### src/hw/fac_map.vh
// Register map and field constants of the fault address capture block.
// Included by the capture core; definitions only.
`ifndef FAC_MAP_VH
`define FAC_MAP_VH

`define FAC_OFF_MEM_ADDR 12'hd34
`define FAC_OFF_BUS_ADDR 12'hd38
`define FAC_OFF_STATUS 12'hd3c
`define FAC_OFF_IRQ_MASK 12'hd40

`define FAC_BIT_MEM_VALID 0
`define FAC_BIT_BUS_VALID 1
`define FAC_BIT_VECT 2
`define FAC_STAT_W 3

`define FAC_RST_ADDR 32'h0000_0000
`define FAC_RST_STAT 3'h0
`define FAC_RST_MASK 3'h0

`endif

### src/hw/fac_core.v
// Fault address capture: memory fault and bus fault address registers,
// valid flags, vector read fault flag, interrupt, APB slave.
// Assumes the fault path is synchronous to ref_clk_i; the privilege
// strap pprot[0] of APB marks privileged access.
//
// Design decision made here: the APB interface to the registers.
`timescale 1ns/1ps
`include "fac_map.vh"
module fac_core (
  input wire ref_clk_i,
  input wire rst_i,
  input wire psel_i,
  input wire penable_i,
  input wire pwrite_i,
  input wire [11:0] paddr_i,
  input wire [31:0] pwdata_i,
  input wire [2:0] pprot_i,
  output reg [31:0] prdata_o,
  output reg pready_o,
  output reg pslverr_o,
  input wire mem_fault_i,
  input wire [31:0] mem_sub_addr_i,
  input wire bus_fault_i,
  input wire [31:0] bus_req_addr_i,
  input wire vect_read_i,
  input wire ext_hold_i,
  output reg hard_fault_o,
  output reg irq_o,
  output reg hold_o
);
  // ------------------------------------------------------------
  // State
  // ------------------------------------------------------------
  reg [31:0] mem_addr_reg;
  reg [31:0] mem_addr_next;
  reg [31:0] bus_addr_reg;
  reg [31:0] bus_addr_next;
  reg [`FAC_STAT_W-1:0] stat_reg;
  reg [`FAC_STAT_W-1:0] stat_next;
  reg [`FAC_STAT_W-1:0] mask_reg;
  reg [`FAC_STAT_W-1:0] mask_next;
  wire hold_sync;
  reg [`FAC_STAT_W-1:0] set_bits;
  reg [`FAC_STAT_W-1:0] clr_bits;
  reg irq_next;
  reg hard_fault_next;
  reg hold_next;
  reg pready_next;
  reg pslverr_next;
  reg [31:0] prdata_next;
  integer i;
  localparam PAD_W = 32 - `FAC_STAT_W;

  // ------------------------------------------------------------
  // Debug hold input from a pin
  // ------------------------------------------------------------
  fac_sync u_hold_sync (
    .ref_clk_i(ref_clk_i),
    .rst_i(rst_i),
    .d_i(ext_hold_i),
    .q_o(hold_sync)
  );

  // ------------------------------------------------------------
  // Decode functions
  // ------------------------------------------------------------
  function hit;
    input [11:0] a;
    input [11:0] off;
    begin
      hit = (a == off);
    end
  endfunction

  function is_reg;
    input [11:0] a;
    begin
      is_reg = hit(a, `FAC_OFF_MEM_ADDR) || hit(a, `FAC_OFF_BUS_ADDR) ||
               hit(a, `FAC_OFF_STATUS) || hit(a, `FAC_OFF_IRQ_MASK);
    end
  endfunction

  // Hardware set beats a same-cycle clear
  function sticky;
    input cur;
    input clr;
    input set;
    begin
      sticky = set || (cur && !clr);
    end
  endfunction

  function [31:0] read_word;
    input [11:0] a;
    input [31:0] m;
    input [31:0] b;
    input [`FAC_STAT_W-1:0] s;
    input [`FAC_STAT_W-1:0] k;
    begin
      case (a)
        `FAC_OFF_MEM_ADDR: read_word = m;
        `FAC_OFF_BUS_ADDR: read_word = b;
        `FAC_OFF_STATUS: read_word = {{PAD_W{1'b0}}, s};
        `FAC_OFF_IRQ_MASK: read_word = {{PAD_W{1'b0}}, k};
        default: read_word = 32'h0000_0000;
      endcase
    end
  endfunction

  // ------------------------------------------------------------
  // Bus decode
  // ------------------------------------------------------------
  wire priv = pprot_i[0];
  wire setup = psel_i && !penable_i;
  wire access = psel_i && penable_i && pready_o;
  wire allowed = priv && is_reg(paddr_i);
  wire wr = access && allowed && pwrite_i;
  wire rd_setup = setup && priv && !pwrite_i;
  wire wr_mem = wr && hit(paddr_i, `FAC_OFF_MEM_ADDR);
  wire wr_bus = wr && hit(paddr_i, `FAC_OFF_BUS_ADDR);
  wire wr_stat = wr && hit(paddr_i, `FAC_OFF_STATUS);
  wire wr_mask = wr && hit(paddr_i, `FAC_OFF_IRQ_MASK);

  // ------------------------------------------------------------
  // Fault inputs
  // ------------------------------------------------------------
  wire bus_vect = bus_fault_i && vect_read_i;

  // ------------------------------------------------------------
  // Memory fault address
  // ------------------------------------------------------------
  // Capture wins over a same-cycle software write
  always @* begin
    mem_addr_next = mem_addr_reg;
    if (mem_fault_i) begin
      mem_addr_next = mem_sub_addr_i;
    end else if (wr_mem) begin
      mem_addr_next = pwdata_i;
    end
  end

  always @(posedge ref_clk_i or posedge rst_i) begin
    if (rst_i) begin
      mem_addr_reg <= `FAC_RST_ADDR;
    end else begin
      mem_addr_reg <= mem_addr_next;
    end
  end

  // ------------------------------------------------------------
  // Bus fault address
  // ------------------------------------------------------------
  // Requested address, not the faulting sub-access
  always @* begin
    bus_addr_next = bus_addr_reg;
    if (bus_fault_i) begin
      bus_addr_next = bus_req_addr_i;
    end else if (wr_bus) begin
      bus_addr_next = pwdata_i;
    end
  end

  always @(posedge ref_clk_i or posedge rst_i) begin
    if (rst_i) begin
      bus_addr_reg <= `FAC_RST_ADDR;
    end else begin
      bus_addr_reg <= bus_addr_next;
    end
  end

  // ------------------------------------------------------------
  // Status flags
  // ------------------------------------------------------------
  always @* begin
    set_bits = {`FAC_STAT_W{1'b0}};
    set_bits[`FAC_BIT_MEM_VALID] = mem_fault_i;
    set_bits[`FAC_BIT_BUS_VALID] = bus_fault_i;
    set_bits[`FAC_BIT_VECT] = bus_vect;
  end

  always @* begin
    clr_bits = {`FAC_STAT_W{1'b0}};
    if (wr_stat) begin
      clr_bits = pwdata_i[`FAC_STAT_W-1:0];
    end
  end

  always @* begin
    stat_next = stat_reg;
    for (i = 0; i < `FAC_STAT_W; i = i + 1) begin
      stat_next[i] = sticky(stat_reg[i], clr_bits[i], set_bits[i]);
    end
  end

  always @(posedge ref_clk_i or posedge rst_i) begin
    if (rst_i) begin
      stat_reg <= `FAC_RST_STAT;
    end else begin
      stat_reg <= stat_next;
    end
  end

  // ------------------------------------------------------------
  // Interrupt mask
  // ------------------------------------------------------------
  always @* begin
    mask_next = mask_reg;
    if (wr_mask) begin
      mask_next = pwdata_i[`FAC_STAT_W-1:0];
    end
  end

  always @(posedge ref_clk_i or posedge rst_i) begin
    if (rst_i) begin
      mask_reg <= `FAC_RST_MASK;
    end else begin
      mask_reg <= mask_next;
    end
  end

  // ------------------------------------------------------------
  // Event outputs
  // ------------------------------------------------------------
  // Interrupt sees the status and mask of this same edge
  always @* begin
    irq_next = |(stat_next & mask_next);
  end

  always @* begin
    hard_fault_next = bus_vect;
  end

  always @* begin
    hold_next = hold_sync;
  end

  always @(posedge ref_clk_i or posedge rst_i) begin
    if (rst_i) begin
      irq_o <= 1'b0;
    end else begin
      irq_o <= irq_next;
    end
  end

  always @(posedge ref_clk_i or posedge rst_i) begin
    if (rst_i) begin
      hard_fault_o <= 1'b0;
    end else begin
      hard_fault_o <= hard_fault_next;
    end
  end

  always @(posedge ref_clk_i or posedge rst_i) begin
    if (rst_i) begin
      hold_o <= 1'b0;
    end else begin
      hold_o <= hold_next;
    end
  end

  // ------------------------------------------------------------
  // APB answer: no wait states, read data registered
  // ------------------------------------------------------------
  always @* begin
    pready_next = setup;
  end

  always @* begin
    pslverr_next = setup && !allowed;
  end

  always @* begin
    prdata_next = 32'h0000_0000;
    if (rd_setup) begin
      prdata_next = read_word(paddr_i, mem_addr_reg, bus_addr_reg, stat_reg, mask_reg);
    end
  end

  always @(posedge ref_clk_i or posedge rst_i) begin
    if (rst_i) begin
      pready_o <= 1'b0;
    end else begin
      pready_o <= pready_next;
    end
  end

  always @(posedge ref_clk_i or posedge rst_i) begin
    if (rst_i) begin
      pslverr_o <= 1'b0;
    end else begin
      pslverr_o <= pslverr_next;
    end
  end

  always @(posedge ref_clk_i or posedge rst_i) begin
    if (rst_i) begin
      prdata_o <= 32'h0000_0000;
    end else begin
      prdata_o <= prdata_next;
    end
  end
endmodule

### src/hw/fac_sync.v
// Two-flop synchroniser for one level crossing into ref_clk_i.
// Assumes the source is asynchronous to ref_clk_i.
`timescale 1ns/1ps
module fac_sync (
  input wire ref_clk_i,
  input wire rst_i,
  input wire d_i,
  output wire q_o
);
  reg meta_reg;
  reg sync_reg;

  always @(posedge ref_clk_i or posedge rst_i) begin
    if (rst_i) begin
      meta_reg <= 1'b0;
      sync_reg <= 1'b0;
    end else begin
      meta_reg <= d_i;
      sync_reg <= meta_reg;
    end
  end

  assign q_o = sync_reg;
endmodule

### config.mk
export PLATFORM = sky130hd
export DESIGN_NAME = fac_core
export DESIGN_NICKNAME = d
export VERILOG_FILES = /design/src/hw/fac_core.v /design/src/hw/fac_sync.v
export VERILOG_INCLUDE_DIRS = /design/src /design/src/hw
export SDC_FILE = /design/constraint.sdc
export NUM_CORES = 1
export LEC_CHECK = 0
export BUFFER_PORTS_ARGS = -buffer_cell sky130_fd_sc_hd__buf_2
export CORE_MARGIN = 8
export CORE_UTILIZATION = 45
export DETAILED_ROUTE_END_ITERATION = 8
export PLACE_DENSITY = 0.72
export SLEW_MARGIN = 30
export SYNTH_ARGS = -nofsm -noshare
export SYNTH_HDL_FRONTEND = slang
export SYNTH_SLANG_ARGS = --single-unit
### constraint.sdc
create_clock -name ref_clk_i -period 4.9 [get_ports ref_clk_i]
set_input_delay 0.98 -clock ref_clk_i [delete_from_list [all_inputs] [get_ports ref_clk_i]]
set_output_delay 0.98 -clock ref_clk_i [all_outputs]
set_load 0.01 [all_outputs]
---- Word-level counts from Yosys, hierarchy flattened ----
Index checks and enable logic that the tools add are counted.
word-level totals
  bits of input ports ..................... 120
  register bits ........................... 109
  output and inout port bits .............. 37
  logic and storage cells ................. 57
cells by class
  bitwise operators ....................... 1
  muxes and demuxes ....................... 8
  equal/unequal tests ..................... 4
  reduce and logical (&&, ||, !) cells .... 32
operator list
  operator                                     number
  32-bit two-way mux                           5
  32-bit one-hot mux with 4 select lines       1
  12-bit equality test, second input constant  4
  1-bit logical AND                            17
  1-bit logical NOT                            6
  1-bit logical OR                             6
  3-bit two-way mux                            2
  2-bit nonzero test                           2
  3-bit bitwise AND                            1
  3-bit OR reduction                           1

---- Longest topological paths before layout ----
  depth in word-level cells ............... 14
  depth in mapped cells ................... 7
  mapped depth without buffers ............ 6

---- By module ----
A second synthesis with hierarchy kept.
second synthesis, totals
  cells, all modules ...................... 447
  area total of the unflattened synthesis .. 4807.1 sq um
by module, submodules not included
  module    cells each  area each (sq um)  instances  seq. area each (sq um)
  fac_core  444         4753.3             1          2677.6
  fac_sync  3           53.8               1          50.0

---- Least setup slack after synthesis ----
No wires, ideal clock.
  kind .................................... input port to flip-flop
  from .................................... input paddr_i[7]
  to ...................................... register bus_addr_reg[0]
  path buffers ............................ 2
  setup time .............................. 0.132 ns
  path slack .............................. 2.366 ns
  arrival time ............................ 2.402 ns
  stages .................................. 7
  cell sequence ........................... or3b_4 -> nor4_4 -> and2_1 -> buf_4 -> buf_6 -> mux2i_1 -> o21ai_1
between the ends
  word-level cells in the longest chain between the ends .. 9
  elaborated cells between the ends (all ways) .. 12
  those cells by class .................... eq/ne: 4; reduce/logical: 8
RTL lines
  what                              RTL line        source
  start, declared                   fac_core.v:15   input wire [11:0] paddr_i,
  12-bit equality test              fac_core.v:71   hit = (a == off);
  1-bit logical OR (3 in a row)     fac_core.v:78   is_reg = hit(a, `FAC_OFF_MEM_ADDR) || hit(a, `FAC_OFF_BUS_ADDR) ||
  1-bit logical AND                 fac_core.v:116  wire allowed = priv && is_reg(paddr_i);
  1-bit logical AND (2 in a row)    fac_core.v:117  wire wr = access && allowed && pwrite_i;
  1-bit logical AND (*)             fac_core.v:120  wire wr_bus = wr && hit(paddr_i, `FAC_OFF_BUS_ADDR);
  2-bit nonzero test (no line) (*)  n/a
  end signal, assigned              fac_core.v:165  bus_addr_reg <= `FAC_RST_ADDR;
  end signal, assigned              fac_core.v:167  bus_addr_reg <= bus_addr_next;
  end, declared                     fac_core.v:36   reg [31:0] bus_addr_reg;
Every way passes the cells marked *; elsewhere a longest branch is shown, timed or not.
A chain may end at the register's enable or synchronous reset.

---- Worst setup path in the final report ----
  from .................................... input paddr_i[0]
  to ...................................... register bus_addr_reg[12]
Same word-level chain as after synthesis.

==> metrics <==
crit path cell chain=buf_2 -> nand4bb_1 -> nor4_4 -> buf_4 -> and2_2 -> buf_12 -> mux2i_1 -> o21ai_1; static leakage=around 2.6 nW; Critical path origin=paddr_i[0]; ys async rst share=between 90% and 100%; largest net degree at the start of global routing=66; DRT iter0 DRCs=around 250; Worst EP arrival=around 3400 ps; hold path startpoint=u_hold_sync.q_o; clk_lat worst skew=360 ps; layout cells sized above 1=between 30% and 40%; Syn. warnings=0; period utilization=65.3%; Via Count=about 4000; relative slew slack=approximately 47%; Yosys reg bits=about 110; crit-path max cell delay=620 ps; count of final max-slew check failures=0; internal reg-to-reg setup slack=approximately 2800 ps; Sink Count=109; clk buf depth=2; number of synthesized flops with an enable pin=0; residual DRC count=0; H-tree depth=3; Worst Hold Class=flop to flop; Overall Global Routing Usage=approximately 18%; Top delay family on crit path=simple AND/OR/NAND/NOR gates; Root Buffer Master=clkbuf_8; core area=0.0103 mm^2; Distinct cells, synth=31; Final Power=1.61 mW; vias in the first global route=4227; cts hold-fix bufs=0; CP required=5140 ps; Synth Net Count=approximately 570; status=finished, final reports clean; CP max-delay cell=and2_2; GRT overflow=0; Setup TNS=0 ps; DR top layer=met4; Non-Filler Instances=727; final hold slack=around 370 ps; CTS tree=built; WL/cell=17.9 um; post-synth top area share=56.8%; GPL Wtd Cong=about 0.77; ANT nets after route=0; peak supply drop=between 0.1 and 0.15 mV; drt first pass iters=5; buffers inserted by post-CTS timing repair=0; RSZ-0062 raised after global routing=no; Least-Margin Pin Slew=797 ps; CP endpoint kind=flop; vias per cell=5.37; cell count after placement=a little over 700; fill cell count=~900; register area share after synthesis=56.8%; Post-Route WL=between 10000 and 15000 um; die area=between 0.01 and 0.015 mm^2; synthesized area per cell=10.8 um^2; Final HPWL DP=a little under 9000 um; final core occ=between 50% and 60%; Bufs and invs on worst path=3; Synth Instances=between 400 and 500; Multi-input gate area=0.00189 mm^2; met2 wire len=between 6000 and 7000 um; setup violators final=0; clk_skew=around 7.0 ps; Fmax=roughly 310 MHz; predominant post-synthesis flop cell=dfrtp_1; overall die width=about 120 um; min Tclk post-route=between 3000 and 4000 ps; CP Max Fanout=33; worst flop-to-flop path startpoint=pready_o; io pins=~160; count of final hold-check violations=0; cell area power density=276 mW/mm^2; CP Class=primary input to flop; dominant cells by area after synthesis=dfrtp_1 (57%), mux2i_1 (14%), o21ai_1 (6.3%); initial antenna violation count=0; post-cts resize count=0; Site Rows=37; Antenna diodes=0; met3 wire len=approximately 990 um; Startpoint Class=primary input; mapped cell area=0.00480 mm^2; Port-buffer cells=between 150 and 200; total CTS buffers=9; Seq. cell area=between 0.002 and 0.003 mm^2; number of max-cap violations=0; Die Y=approximately 120 um; starting density of the core=a little under half; Layout area overhead=21.3%; Layout Nets=between 700 and 800; global-route wire length before repair=21300 um; WL met1=5340 um; clock-pin transition on the worst setup and hold timing paths=around 90 ps; Yosys top cell by area=dfrtp_1
path summary, 6_finish.rpt:
check                              endpoint  cells past startpoint
setup / recovery           bus_addr_reg[12]                      8
hold / removal                       hold_o                      0
setup reg to reg           bus_addr_reg[12]                      6
hold reg to reg                      hold_o                      0
max in group asynchronous            hold_o                      3
min in group asynchronous      prdata_o[30]                      2
routing by layer:
layer | track usage, % | up-vias
li1 | - | 1835
met1 | 22.3 | 1903
met2 | 30.9 | 154
met3 | 4.20 | 11
met4 | 7.73 | 0
met5 | 0 | -
metrics by stage:
step | setup slack (ps) | instance area [um^2]
finish | 1700 | 5830
global route | 1590 | 5830
CTS | 1700 | 5830
detailed placement | 1310 | 5670
global placement | 1360 | 5670
floorplan | 1050 | 4800
area by class of cell:
class / count / area share, %
Clock buffer: 10 / 2.19
Clock inverter: 4 / 0.472
Inverter: 6 / 0.429
Multi-Input combinational cell: 299 / 32.4
Sequential cell: 109 / 46.8
Tap cell: 136 / 2.92
Timing Repair Buffer: 163 / 14.8
Yosys cell counts, types with 3 or more instances:
master	instances
inv_1	6
nand2_1	67
mux2i_1	66
nor2_1	33
buf_6	6
and2_1	3
nand3_1	4
dfrtp_1	109
o21ai_0	5
a21oi_1	5
a22oi_1	35
o21ai_1	60
clkbuf_1	23
cells by family after synthesis:
| family | synth area share [%] |
|---|---|
| AO/OA/AOI/OAI | 13.5 |
| buffers and inverters | 3.99 |
| flip-flops | 56.8 |
| multiplexers | 13.8 |
| AND/OR/NAND/NOR | 12.0 |
power breakdown:
| part | internal (mW) | total [mW] | switching [mW] |
|---|---|---|---|
| logic | 0.0741 | 0.167 | 0.0925 |
| registers | 0.948 | 0.974 | 0.0257 |
| clock network | 0.179 | 0.467 | 0.288 |
| total | 1.20 | 1.61 | 0.407 |
cells in the final DEF, fill, tap and decap left out, drive strengths merged:
cell type,netlist,final
clkinv,0,1
o21ai,65,65
a22oi,35,35
mux2i,66,66
and3,1,1
clkinvlp,0,3
nor4bb,1,1
or3b,1,1
nand4bb,1,1
nand2,67,67
nor4,4,4
or2,1,1
clkbuf,23,10
o221ai,1,1
nand3,4,4
nor3b,1,1
and4,1,1
a2bb2oi,1,1
nand3b,2,2
a21boi,1,1
and2,3,3
nor2,33,33
nand2b,2,2
a41oi,1,1
nor2b,2,2
a21oi,5,5
buf,8,163
inv,6,6
dfrtp,109,109
worst register-to-register path, cell delays in order, from the launching register on:
cell and delay, ps:
dfrtp_1 350, nand2_1 60, nor2_1 370, and2_2 630, buf_12 290, mux2i_1 230, o21ai_1 80
Note: power is estimated with default switching activity, not from simulation.
